===== src/logic/pcrc_pkg.sv =====
// Constants, register map and field layout of the programmable CRC engine.
// Assumes a 32-bit AXI4-Lite master and a single 100 MHz clock.
//
// Functional notes
// - Select 1: interrupt once the FIFO runs empty.
// - Select 0: interrupt when all shifting is done.
// - Control two bits 12-8: data width minus one.
// - Control two bits 4-0: polynomial length minus one.
// - Low terms 15-1 enable feedback; bit 0 reads zero.
// - Input word writes push FIFO; reads return zero.
// - Shift pair writes load register, reads return result.
// - High terms 15-0 enable feedback terms 31-16.
package pcrc_pkg;
	// ==========================================================
	// Register byte offsets
	localparam logic [7:0] OFS_CTRL1  = 8'h00;
	localparam logic [7:0] OFS_CTRL2  = 8'h04;
	localparam logic [7:0] OFS_XOR_LO = 8'h08;
	localparam logic [7:0] OFS_XOR_HI = 8'h0C;
	localparam logic [7:0] OFS_DAT_LO = 8'h10;
	localparam logic [7:0] OFS_DAT_HI = 8'h14;
	localparam logic [7:0] OFS_SH_LO  = 8'h18;
	localparam logic [7:0] OFS_SH_HI  = 8'h1C;
	localparam logic [7:0] OFS_IRQ_ST = 8'h20;
	localparam logic [7:0] OFS_IRQ_MK = 8'h24;
	// ==========================================================
	// Field positions in control one
	localparam int POS_CNT   = 8;
	localparam int POS_FULL  = 7;
	localparam int POS_EMPTY = 6;
	localparam int POS_ISEL  = 5;
	localparam int POS_GO    = 4;
	localparam int POS_ORDER = 3;
	// Field positions in control two
	localparam int POS_DW = 8;
	localparam int POS_PL = 0;
	// ==========================================================
	// FIFO sizing and reset values
	localparam logic [4:0] FIFO_DEPTH_SHORT = 5'h10;
	localparam logic [4:0] FIFO_DEPTH_LONG  = 5'h08;
	localparam logic [4:0] POLY_LENGTH_FIELD_LONG_MIN    = 5'h07;
	localparam logic [31:0] RST_CRC         = 32'h00000000;
	// Bus answers
	localparam logic [1:0] RESP_OKAY   = 2'h0;
	localparam logic [1:0] RESP_SLVERR = 2'h2;
endpackage


===== src/logic/pcrc_step.sv =====
// One serial step of the CRC shifter.
// Assumes poly bit 0 is the implied x^0 term and crc is zero above the length.
`timescale 1ns/1ps
`default_nettype none
module pcrc_step (
	// Current state and setup
	input  wire logic [31:0] crc,
	input  wire logic [31:0] poly,
	input  wire logic [4:0]  poly_length_field,
	input  wire logic        din,
	// Next state
	output logic      [31:0] nxt
);
	// Feedback from the top bit of the active length, masked to the length
	function automatic logic [31:0] step(input logic [31:0] c, input logic [31:0] p,
		input logic [4:0] l, input logic d);
		logic [31:0] v;
		logic [31:0] m;
		v = {c[30:0], 1'b0};
		if (d ^ c[l]) begin
			v = v ^ {p[31:1], 1'b1};
		end
		m = 32'hFFFFFFFF >> (5'h1F - l);
		return v & m;
	endfunction

	// Combinational step
	always_comb begin
		nxt = step(crc, poly, poly_length_field, din);
	end
endmodule // pcrc_step
`default_nettype wire


===== src/logic/pcrc_top.sv =====
// Programmable CRC engine with input FIFO, serial shifter and AXI4-Lite registers.
// Assumes a synchronous active-low reset and a master that keeps one write and one read open.
`timescale 1ns/1ps
`default_nettype none
module pcrc_top (
	// Clock and reset
	input  wire logic        aclk,
	input  wire logic        aresetn,
	// Write address and data
	input  wire logic [7:0]  awaddr,
	input  wire logic        awvalid,
	output logic             awready,
	input  wire logic [31:0] wdata,
	input  wire logic [3:0]  wstrb,
	input  wire logic        wvalid,
	output logic             wready,
	// Write response
	output logic [1:0]       bresp,
	output logic             bvalid,
	input  wire logic        bready,
	// Read address and data
	input  wire logic [7:0]  araddr,
	input  wire logic        arvalid,
	output logic             arready,
	output logic [31:0]      rdata,
	output logic [1:0]       rresp,
	output logic             rvalid,
	input  wire logic        rready,
	// Interrupt
	output logic             irq
);
	import pcrc_pkg::*;

	// ==========================================================
	// State
	typedef enum logic [1:0] {
		PCRC_IDLE  = 2'b01,
		PCRC_SHIFT = 2'b10
	} pcrc_fsm_t;

	typedef struct packed {
		logic [15:0][31:0] mem;
		logic [3:0]        wptr;
		logic [3:0]        rptr;
		logic [4:0]        cnt;
		logic [31:0]       crc;
		logic [31:0]       poly;
		logic [4:0]        dw;
		logic [4:0]        pl;
		logic              isel;
		logic              go;
		logic              order;
		logic [31:0]       word;
		logic [4:0]        left;
		pcrc_fsm_t         fsm;
		logic              sts;
		logic              mask;
		logic              irq;
		logic              awrdy;
		logic              wrdy;
		logic              bvalid;
		logic [1:0]        bresp;
		logic              arrdy;
		logic              rvalid;
		logic [31:0]       rdata;
		logic [1:0]        rresp;
	} pcrc_state_t;

	pcrc_state_t s_q;
	pcrc_state_t s_d;
	logic [31:0] step_nxt;
	logic        step_bit;

	// Byte-lane merge of a write into a stored word
	function automatic logic [31:0] merge(input logic [31:0] old, input logic [31:0] nw,
		input logic [3:0] be);
		logic [31:0] r;
		r = old;
		for (int i = 0; i < 4; i++) begin
			if (be[i]) begin
				r[8*i +: 8] = nw[8*i +: 8];
			end
		end
		return r;
	endfunction

	// FIFO limit for the current length code
	function automatic logic [4:0] depth(input logic [4:0] pl);
		return (pl >= POLY_LENGTH_FIELD_LONG_MIN) ? FIFO_DEPTH_LONG : FIFO_DEPTH_SHORT;
	endfunction

	// Address decode
	function automatic logic mapped(input logic [7:0] a);
		return (a[1:0] == 2'h0) && (a <= OFS_IRQ_MK);
	endfunction

	// Serial input bit by shift direction
	assign step_bit = s_q.order ? s_q.word[0] : s_q.word[s_q.dw];

	pcrc_step u_step (
		.crc  (s_q.crc),
		.poly (s_q.poly),
		.poly_length_field (s_q.pl),
		.din  (step_bit),
		.nxt  (step_nxt)
	);

	// ==========================================================
	// Next state
	always_comb begin
		logic       wr;
		logic       push;
		logic [31:0] pv;
		logic [31:0] c1;
		logic [31:0] cm;
		wr   = 1'b0;
		push = 1'b0;
		pv   = 32'h00000000;
		c1   = 32'h00000000;
		cm   = 32'h00000000;
		s_d  = s_q;

		// Write channel: take address and data together
		s_d.awrdy = 1'b0;
		s_d.wrdy  = 1'b0;
		if (s_q.bvalid && bready) begin
			s_d.bvalid = 1'b0;
		end
		if (awvalid && wvalid && !s_q.bvalid && !s_q.awrdy) begin
			s_d.awrdy = 1'b1;
			s_d.wrdy  = 1'b1;
		end
		if (s_q.awrdy && awvalid && wvalid) begin
			wr         = 1'b1;
			s_d.bvalid = 1'b1;
			s_d.bresp  = mapped(awaddr) ? RESP_OKAY : RESP_SLVERR;
		end

		// Register writes
		if (wr) begin
			c1 = merge({26'h0000000, s_q.isel, s_q.go, s_q.order, 3'h0}, wdata, wstrb);
			cm = merge(s_q.crc, wdata, wstrb);
			case (awaddr)
				OFS_CTRL1: begin
					s_d.isel  = c1[POS_ISEL];
					s_d.go    = c1[POS_GO];
					s_d.order = c1[POS_ORDER];
				end
				OFS_CTRL2: begin
					c1     = merge({19'h0, s_q.dw, 3'h0, s_q.pl}, wdata, wstrb);
					s_d.dw = c1[POS_DW +: 5];
					s_d.pl = c1[POS_PL +: 5];
				end
				OFS_XOR_LO: begin
					c1 = merge({16'h0000, s_q.poly[15:0]}, wdata, wstrb);
					s_d.poly[15:0] = {c1[15:1], 1'b0};
				end
				OFS_XOR_HI: begin
					c1 = merge({16'h0000, s_q.poly[31:16]}, wdata, wstrb);
					s_d.poly[31:16] = c1[15:0];
				end
				OFS_DAT_LO: begin
					push = 1'b1;
					pv   = {16'h0000, wdata[15:0]};
				end
				OFS_DAT_HI: begin
					push = 1'b1;
					pv   = {wdata[15:0], 16'h0000};
				end
				OFS_SH_LO:  s_d.crc[15:0]  = cm[15:0];
				OFS_SH_HI:  s_d.crc[31:16] = cm[15:0];
				OFS_IRQ_ST: s_d.sts = s_q.sts & ~(wdata[0] & wstrb[0]);
				OFS_IRQ_MK: begin
					// Only bit 0 is stored; upper bits are ignored
					c1       = merge({31'h0, s_q.mask}, wdata, wstrb);
					s_d.mask = c1[0];
				end
				default: ;
			endcase
		end

		// FIFO push, dropped while full
		if (push && s_q.cnt < depth(s_q.pl)) begin
			s_d.mem[s_q.wptr] = pv;
			s_d.wptr          = s_q.wptr + 4'h1;
			s_d.cnt           = s_q.cnt + 5'h01;
		end

		// Shifter
		case (s_q.fsm)
			PCRC_IDLE: begin
				if (s_q.go && s_q.cnt != 5'h00 && !push) begin
					s_d.word = s_q.mem[s_q.rptr];
					s_d.rptr = s_q.rptr + 4'h1;
					s_d.cnt  = s_q.cnt - 5'h01;
					s_d.left = s_q.dw;
					s_d.fsm  = PCRC_SHIFT;
					if (s_q.isel && s_q.cnt == 5'h01) begin
						s_d.sts = 1'b1;
					end
				end
			end
			PCRC_SHIFT: begin
				if (!(wr && (awaddr == OFS_SH_LO || awaddr == OFS_SH_HI))) begin
					s_d.crc = step_nxt;
				end
				s_d.word = s_q.order ? {1'b0, s_q.word[31:1]} : {s_q.word[30:0], 1'b0};
				if (s_q.left == 5'h00) begin
					s_d.fsm = PCRC_IDLE;
					if (s_q.cnt == 5'h00) begin
						s_d.go = 1'b0;
						if (!s_q.isel) begin
							s_d.sts = 1'b1;
						end
					end
				end else begin
					s_d.left = s_q.left - 5'h01;
				end
			end
			default: s_d.fsm = PCRC_IDLE;
		endcase

		// Read channel
		s_d.arrdy = 1'b0;
		if (s_q.rvalid && rready) begin
			s_d.rvalid = 1'b0;
		end
		if (arvalid && !s_q.rvalid && !s_q.arrdy) begin
			s_d.arrdy = 1'b1;
		end
		if (s_q.arrdy && arvalid) begin
			s_d.rvalid = 1'b1;
			s_d.rresp  = mapped(araddr) ? RESP_OKAY : RESP_SLVERR;
			case (araddr)
				OFS_CTRL1: s_d.rdata = {19'h0, s_q.cnt, s_q.cnt == depth(s_q.pl),
					s_q.cnt == 5'h00, s_q.isel, s_q.go, s_q.order, 3'h0};
				OFS_CTRL2:  s_d.rdata = {19'h0, s_q.dw, 3'h0, s_q.pl};
				OFS_XOR_LO: s_d.rdata = {16'h0000, s_q.poly[15:1], 1'b0};
				OFS_XOR_HI: s_d.rdata = {16'h0000, s_q.poly[31:16]};
				OFS_SH_LO:  s_d.rdata = {16'h0000, s_q.crc[15:0]};
				OFS_SH_HI:  s_d.rdata = {16'h0000, s_q.crc[31:16]};
				OFS_IRQ_ST: s_d.rdata = {31'h0, s_q.sts};
				OFS_IRQ_MK: s_d.rdata = {31'h0, s_q.mask};
				default:    s_d.rdata = 32'h00000000;
			endcase
		end

		// Set wins over a clear in the same cycle
		s_d.irq = s_d.sts & s_d.mask;
	end

	// Register the state
	always_ff @(posedge aclk) begin
		if (!aresetn) begin
			s_q     <= '0;
			s_q.fsm <= PCRC_IDLE;
			s_q.crc <= RST_CRC;
		end else begin
			s_q <= s_d;
		end
	end

	assign awready = s_q.awrdy;
	assign wready  = s_q.wrdy;
	assign bvalid  = s_q.bvalid;
	assign bresp   = s_q.bresp;
	assign arready = s_q.arrdy;
	assign rvalid  = s_q.rvalid;
	assign rdata   = s_q.rdata;
	assign rresp   = s_q.rresp;
	assign irq     = s_q.irq;

	// ==========================================================
	// Checks
	chk_fifo_limit: assert property (@(posedge aclk) disable iff (!aresetn)
		$rose(s_q.cnt == 5'h09) |-> $past(s_q.pl) < POLY_LENGTH_FIELD_LONG_MIN)
		else $error("fifo passed 8 words with a long polynomial");
	chk_irq_empty: assert property (@(posedge aclk) disable iff (!aresetn)
		s_q.isel && s_q.fsm == PCRC_IDLE && s_q.go && s_q.cnt == 5'h01
		&& !(s_q.awrdy && awvalid && wvalid && (awaddr == OFS_DAT_LO || awaddr == OFS_DAT_HI))
		|=> s_q.sts)
		else $error("empty interrupt missing");
	chk_irq_done: assert property (@(posedge aclk) disable iff (!aresetn)
		$rose(s_q.sts) && !$past(s_q.isel) |-> $past(s_q.fsm == PCRC_SHIFT && s_q.left == 5'h00))
		else $error("done interrupt before shifting finished");
	chk_width_load: assert property (@(posedge aclk) disable iff (!aresetn)
		s_q.fsm == PCRC_IDLE ##1 s_q.fsm == PCRC_SHIFT |-> s_q.left == s_q.dw)
		else $error("bit count not loaded from width field");
	chk_len_mask: assert property (@(posedge aclk) disable iff (!aresetn)
		s_q.fsm == PCRC_SHIFT
		&& !(s_q.awrdy && awvalid && wvalid && (awaddr == OFS_SH_LO || awaddr == OFS_SH_HI))
		|=> (s_q.crc >> s_q.pl) <= 32'h1)
		else $error("crc bits above polynomial length");
	chk_term_zero: assert property (@(posedge aclk) disable iff (!aresetn)
		s_q.arrdy && arvalid && araddr == OFS_XOR_LO |=> rvalid && !rdata[0])
		else $error("term zero read as one");
	chk_dat_read: assert property (@(posedge aclk) disable iff (!aresetn)
		s_q.arrdy && arvalid && (araddr == OFS_DAT_LO || araddr == OFS_DAT_HI) |=> rdata == 32'h0)
		else $error("input word read not zero");
	chk_shift_load: assert property (@(posedge aclk) disable iff (!aresetn)
		s_q.awrdy && awvalid && wvalid && awaddr == OFS_SH_LO && wstrb == 4'hF
		|=> s_q.crc[15:0] == $past(wdata[15:0]))
		else $error("shift register load lost");
	chk_hi_terms: assert property (@(posedge aclk) disable iff (!aresetn)
		s_q.awrdy && awvalid && wvalid && awaddr == OFS_XOR_HI && wstrb == 4'hF
		|=> s_q.poly[31:16] == $past(wdata[15:0]))
		else $error("high terms not stored");
	chk_count_read: assert property (@(posedge aclk) disable iff (!aresetn)
		s_q.arrdy && arvalid && araddr == OFS_CTRL1
		|=> rdata[12:8] == $past(s_q.cnt) && rdata[POS_EMPTY] == ($past(s_q.cnt) == 5'h00))
		else $error("count or empty flag misread");
endmodule // pcrc_top
`default_nettype wire


===== config.mk =====
export PLATFORM = sky130hd
export DESIGN_NAME = pcrc_top
export DESIGN_NICKNAME = d
export VERILOG_FILES = /design/src/logic/pcrc_pkg.sv /design/src/logic/pcrc_step.sv /design/src/logic/pcrc_top.sv
export SDC_FILE = /design/constraint.sdc
export NUM_CORES = 2
export LEC_CHECK = 0
export BUFFER_PORTS_ARGS = -buffer_cell sky130_fd_sc_hd__clkbuf_2
export CAP_MARGIN = 10
export CORE_ASPECT_RATIO = 0.8
export CORE_MARGIN = 2
export CORE_UTILIZATION = 50
export CTS_CLUSTER_DIAMETER = 30
export DETAILED_ROUTE_END_ITERATION = 8
export GPL_TIMING_DRIVEN = 0
export PLACE_DENSITY_LB_ADDON = 0.25
export SLEW_MARGIN = 25
export SYNTH_ARGS = -nofsm -noshare
export SYNTH_HDL_FRONTEND = slang
export SYNTH_HIERARCHICAL = 1
export SYNTH_SLANG_ARGS = --single-unit

===== constraint.sdc =====
create_clock -name aclk -period 2.9 [get_ports aclk]
set_input_delay 0.145 -clock aclk [delete_from_list [all_inputs] [get_ports aclk]]
set_output_delay 0.145 -clock aclk [all_outputs]
set_load 0.05 [all_outputs]

After elaboration in Yosys (flattened, before gate mapping)
Cells that the tools add are included.

Bitwise logic cells: 7. Reductions and logical operators: 46. Shift operators: 1. $add $sub $neg: 6. Equal/unequal tests: 23. Muxes and demuxes: 64. $lt $le $gt $ge: 9.

Operators with widths (number): 512-bit bitwise mux (1); 32-bit two-way mux (7); 32-bit binary-select mux with 4-bit select (1); 32-bit demux with 4-bit select (1); 16-bit one-hot mux with 8 select lines (1); 77-bit two-way mux (1); 37-bit one-hot mux with 2 select lines (1); 16-bit two-way mux (4); 32-bit one-hot mux with 2 select lines (1); 8-bit by 5-bit equality test with 1-bit output, second input constant (6); 8-bit two-way mux (6); 40-bit two-way mux (1); 35-bit two-way mux (1); 5-bit two-way mux (7); 32-bit bitwise AND (1); 8-bit by 4-bit equality test with 1-bit output, second input constant (4); 8-bit by 6-bit equality test with 1-bit output, second input constant (4); 32-bit by 5-bit >> shifter with 32-bit output, first input constant (1); 32-bit bitwise XOR (1); 3-bit AND reduction (8); 1-bit logical AND (18); 1-bit two-way mux (18); 8-bit by 3-bit equality test with 1-bit output, second input constant (2); 8-bit by 6-bit less-or-equal comparator with 1-bit output, second input constant (2); 33 further kinds (58).

Input bits: 59. Register bits after elaboration: 684. Logic and storage cells: 199. Output and inout bits: 42.

Logic depth before layout (Yosys ltp)
Depth after elaboration: 10. Mapped depth: 14. Gate-level depth less buffers: 10.

Cells and area by module
The synthesis kept the hierarchy.

By module, submodules not included: pcrc_top (sequential area each 13312.8 µm², cells each 2979, times used 1, area each 28656.2 µm²); pcrc_step (sequential area each 0.0 µm², cells each 290, times used 1, area each 1904.3 µm²).

Worst setup path after synthesis
No wires, ideal clock.

Kind: reg2reg. Start point: reg s_q[91] (netlist bit). End point: reg s_q[150] (netlist name). Required time: 2.785 ns. Period minus slack after synthesis: 3.027 ns. Cell stages (with the launch flop): 14. Path buffers: 4. Arrival time: 2.912 ns. Setup time: 0.115 ns. Slack: -0.127 ns. Cell sequence: dfxtp_1 > clkbuf_1 > mux4_2 > mux2i_1 > nor4_1 > a2111o_1 > clkbuf_1 > clkbuf_1 > clkbuf_1 > nand2_1 > mux2i_1 > mux2i_1 > nor2_1 > a2111oi_0.

Longest elaborated chain between the ends: 8.

Ends and longest elaborated chain: start: declaration (RTL line pcrc_top.sv:69) `pcrc_state_t s_q;`; 1-bit binary-select mux with 5-bit select (RTL line pcrc_top.sv:98) `assign step_bit = s_q.order ? s_q.word[0] : s_q.word[s_q.dw];`; 1-bit two-way mux (implied by the code) (RTL line pcrc_top.sv:98); 1-bit two-way mux (RTL line pcrc_top.sv:98); via step_bit (RTL line pcrc_top.sv:72) `logic step_bit;`; 1-bit bitwise XOR (RTL line pcrc_step.sv:20) `if (d ^ c[l]) begin`; 32-bit two-way mux (RTL line pcrc_step.sv:20); 32-bit bitwise AND (RTL line pcrc_step.sv:24) `return v & m;`; via step_nxt[22] (RTL line pcrc_top.sv:71) `logic [31:0] step_nxt;`; 32-bit two-way mux (RTL line pcrc_top.sv:204) `if (!(wr && (awaddr == OFS_SH_LO || awaddr == OFS_SH_HI))) begin`; 32-bit two-way mux (RTL line pcrc_top.sv:190) `case (s_q.fsm)`.

The timed path passes the listed nets, and every way through them passes these cells. The select of a mux whose other input is x is not followed. A chain may end at the register's enable or synchronous reset.

Worst setup path after layout
Start point: reg s_q[91] (netlist bit). End point: reg s_q[142] (netlist name).

Longest elaborated chain between the ends: 8.

Ends and longest elaborated chain (RTL line): 1-bit binary-select mux with 5-bit select (pcrc_top.sv:98); 1-bit two-way mux (implied by the code) (pcrc_top.sv:98); 1-bit two-way mux (pcrc_top.sv:98); via step_bit (pcrc_top.sv:72); 1-bit bitwise XOR (pcrc_step.sv:20); 32-bit two-way mux (pcrc_step.sv:20); 32-bit bitwise AND (pcrc_step.sv:24); via step_nxt[14] (pcrc_top.sv:71); 32-bit two-way mux (pcrc_top.sv:204); 32-bit two-way mux (pcrc_top.sv:190).

The timed path passes the listed nets, and every way through them passes these cells. The select of a mux whose other input is x is not followed.

==> impl_metrics.yaml <==
global_routing:
  grt_overflow_total: 0
  grt_pass1_vias: 26800
  grt_max_degree: 18
  grt_pass1_wl_mm: 172
  track_usage: 0.361
  antenna_found_initial: 5
setup_path:
  required_ps: 3480
  crit_type: "reg2reg"
  cp_common_cell: "mux2_4"
  crit_chain: "mux4_2 > mux2_4 > o22ai_4 > nor4b_4 > a2111o_2 > buf_4 > buf_8 > nand2_1 > mux2i_4 > mux2_4 > o221a_4"
  endpoint_kind: "flop"
  critical_path.max_stage_delay_ps: 600
  crit_fanout: 8
  critPathSlowestCell: "a2111o_2"
  startpoint_type: "flop"
  arrival_ps: 3910
timing:
  rsz0062_at_grt: "yes"
  fmax_mhz: 300
  whs_ps: 61.8
  setup_slack_ps: -429
  worstMarginPinSlew_ps: 1070
  final_max_slew_viol_count: 0
  hold_violations: 0
  period_minus_slack_ps: 3330
  slew_headroom: 0.285
  finClkSkew_ps: 27.2
  fin_crit_sh: 1.15
  setup_viol: 37
run_status:
  violations: "setup timing"
  status: "finished with violations"
yosys:
  synth_ff_type: "dfxtp_1"
  yosys.cell_count.top_type: "dfxtp_1"
  netlist_top_cells_count: "dfxtp_1, nand3_1, o21ai_0, clkbuf_1, mux2i_1"
  synth.largest_area_cell: "dfxtp_1"
  syn_area_per_cell_um2: 9.35
  seq_area_frac_synth: 0.436
  ys_warn_count: 6
  synthesis.area_um2: 30600
  synth_top_area_share: 0.436
  synth-edff-count: 0
  synth_area_leaders: "dfxtp_1, mux4_2, nand3_1"
  syn_inst: 3269
  yosysUniqueCellTypes: 79
  synth-seq-cells: 665
  async_flop_share: 0
finish:
  multiInputGateArea_um2: 16400
  antenna_cells: 0
  regArea_um2: 13300
  final_nets: 3598
  nFillCells: 5034
  areaGrowthSynthToFinish_pct: 24.2
  fin_area_um2: 37900
  drive_gt1_frac: 0.210
routing:
  routedWlPerCell_um: 26.3
  routed_wl_mm: 116
  routed_via_density: 6.57
  final_antenna_net_count: 0
  first_iter_violations: 4008
  vias: 29100
  route.detailed.drc: 0
  dr.pass1.iters: 8
placed_design:
  gp_congestion: 0.967
  dpl.hpwl_mm: 80.4
  io_buffers: 62
  placed_area_um2: 31900
die:
  initial_utilization: 0.503
  dieArea_um2: 63100
  core_area_um2: 60800
  row_count: 81
  io_pins: 101
  fp.dieH_um: 225
  die_width_um: 280
clocking:
  clockBufferDepth: 3
  cts_tree: "yes"
  h-tree-depth: 3
  cts-root-buf: "clkbuf_16"
  cts-buffers-inserted: 121
  path_clk_slew_ps: 50
  clock_latency_ps: 700
  clock_sinks: 665
job:
  max_cap_viol_count: 0
power:
  p_leak_nw: 13.5
  power_density_nw_per_um2: 651
  vdd_drop_max_uv: 510
hold_path:
  min_path_type: "in2reg"
[area by class of cell]
type	instances	share of cell area
multi-input combinational	2231	0.432
timing repair buffer	116	0.0224
clock buffer	139	0.0850
tap	788	0.0260
inverter	19	0.00188
clock inverter	92	0.0306
sequential	665	0.351
buffer	371	0.0509
[repair_timing]
action                     4_1_cts  5_1_grt
hold endpoints to repair        59        0
pin swaps                       32       18
gates cloned                     2        0
hold buffers                    38        0
buffers inserted                11        4
gates resized for setup        160      136
setup endpoints to repair      328      307
[cell usage in the layout (no fill, tap or decap), drive strengths merged, types with 5 or more instances in the layout]
master and instances:
conb 18, o22ai 37, a22oi 49, mux2i 176
clkinvlp 19, dfxtp 665, a21o 31, dlygate4sd3 38
mux4 144, or2 9, and3 13, nor3 11
a2111oi 15, nor4b 7, o21ai 540, a21oi 50
nand2 162, o211ai 5, xnor2 5, nand2b 46
bufinv 17, mux2 14, nor2b 9, clkinv 38
nand4 23, ha 14, nor4 8, buf 187
clkbuf 400, a22o 14, o21bai 7, nand3b 34
or3 14, inv 37, nand3 595, o221a 10
and2 12, nor2 108
[state kept, by name, summed over array words and instances (netlist names)]
| register | count |
|---|---|
| arready | 1 |
| irq | 1 |
| bresp | 1 |
| awready | 1 |
| rresp | 1 |
| rvalid | 1 |
| rdata | 16 |
| bvalid | 1 |
| s_q | 642 |
[report_power, final]
group,internal [mW],switching (mW)
Sequential,9.15,0.00290
Combinational,0.132,0.442
Clock,9.62,5.37
[per-stage QoR]
stage | util | worst slack [ps] | power [mW] | setup TNS (ps) | std cells
floorplan | - | 2.54 | 9.62 | 0 | 3286
global placement | 0.525 | -876 | 9.85 | -98400 | 4136
detailed placement | 0.525 | -814 | 9.85 | -102990 | 4136
CTS | 0.617 | -334 | 24.7 | -7390 | 4417
global route | 0.624 | -505 | 25.2 | -12410 | 4421
finish | 0.624 | -429 | 24.7 | -10660 | 4421
[cell families (layout without fill, tap and decap cells)]
family | count (synthesis) | after routing | synth area share
buffers and inverters | 391 | 737 | 0.0582
xor gates and xnor gates | 7 | 7 | 0.00201
other | 1 | 18 | 0.000123
AOI/OAI and AO/OA | 790 | 791 | 0.148
DFF | 665 | 665 | 0.436
and+or+nand+nor | 1067 | 1067 | 0.181
muxes | 334 | 334 | 0.169
adders and majority gates | 14 | 14 | 0.00573
[metal layers]
| metal | share of wire | track usage | vias to the layer above | wire length, um |
|---|---|---|---|---|
| met1 | 0.41 | 0.511 | 14300 | 47600 |
| met4 | 0.039 | 0.137 | 2 | 4500 |
| met5 | 0.00011 | 0 | - | 13 |
| met2 | 0.40 | 0.490 | 1869 | 47200 |
| li1 | - | - | 12600 | - |
| met3 | 0.15 | 0.141 | 299 | 17200 |
[critical path: cells and delay by family (launching register included)]
| family | cells | cell delay (ps) |
|---|---|---|
| DFF | 1 | 380 |
| buffers and inverters | 2 | 350 |
| AOI/OAI and AO/OA | 3 | 1070 |
| muxes | 4 | 1220 |
| and+or+nand+nor | 2 | 170 |
[final timing paths]
| check | cells after the start | slack, ps | endpoint | startpoint |
|---|---|---|---|---|
| worst min-delay path | 5 | 60 | rdata[0] | araddr[7] |
| worst max register to register | 11 | -430 | s_q[142] | s_q[91] |
| worst max-delay path | 11 | -430 | s_q[142] | s_q[91] |
| worst min register to register | 1 | 450 | awready | bvalid |
(Power assumes the default switching activity.)
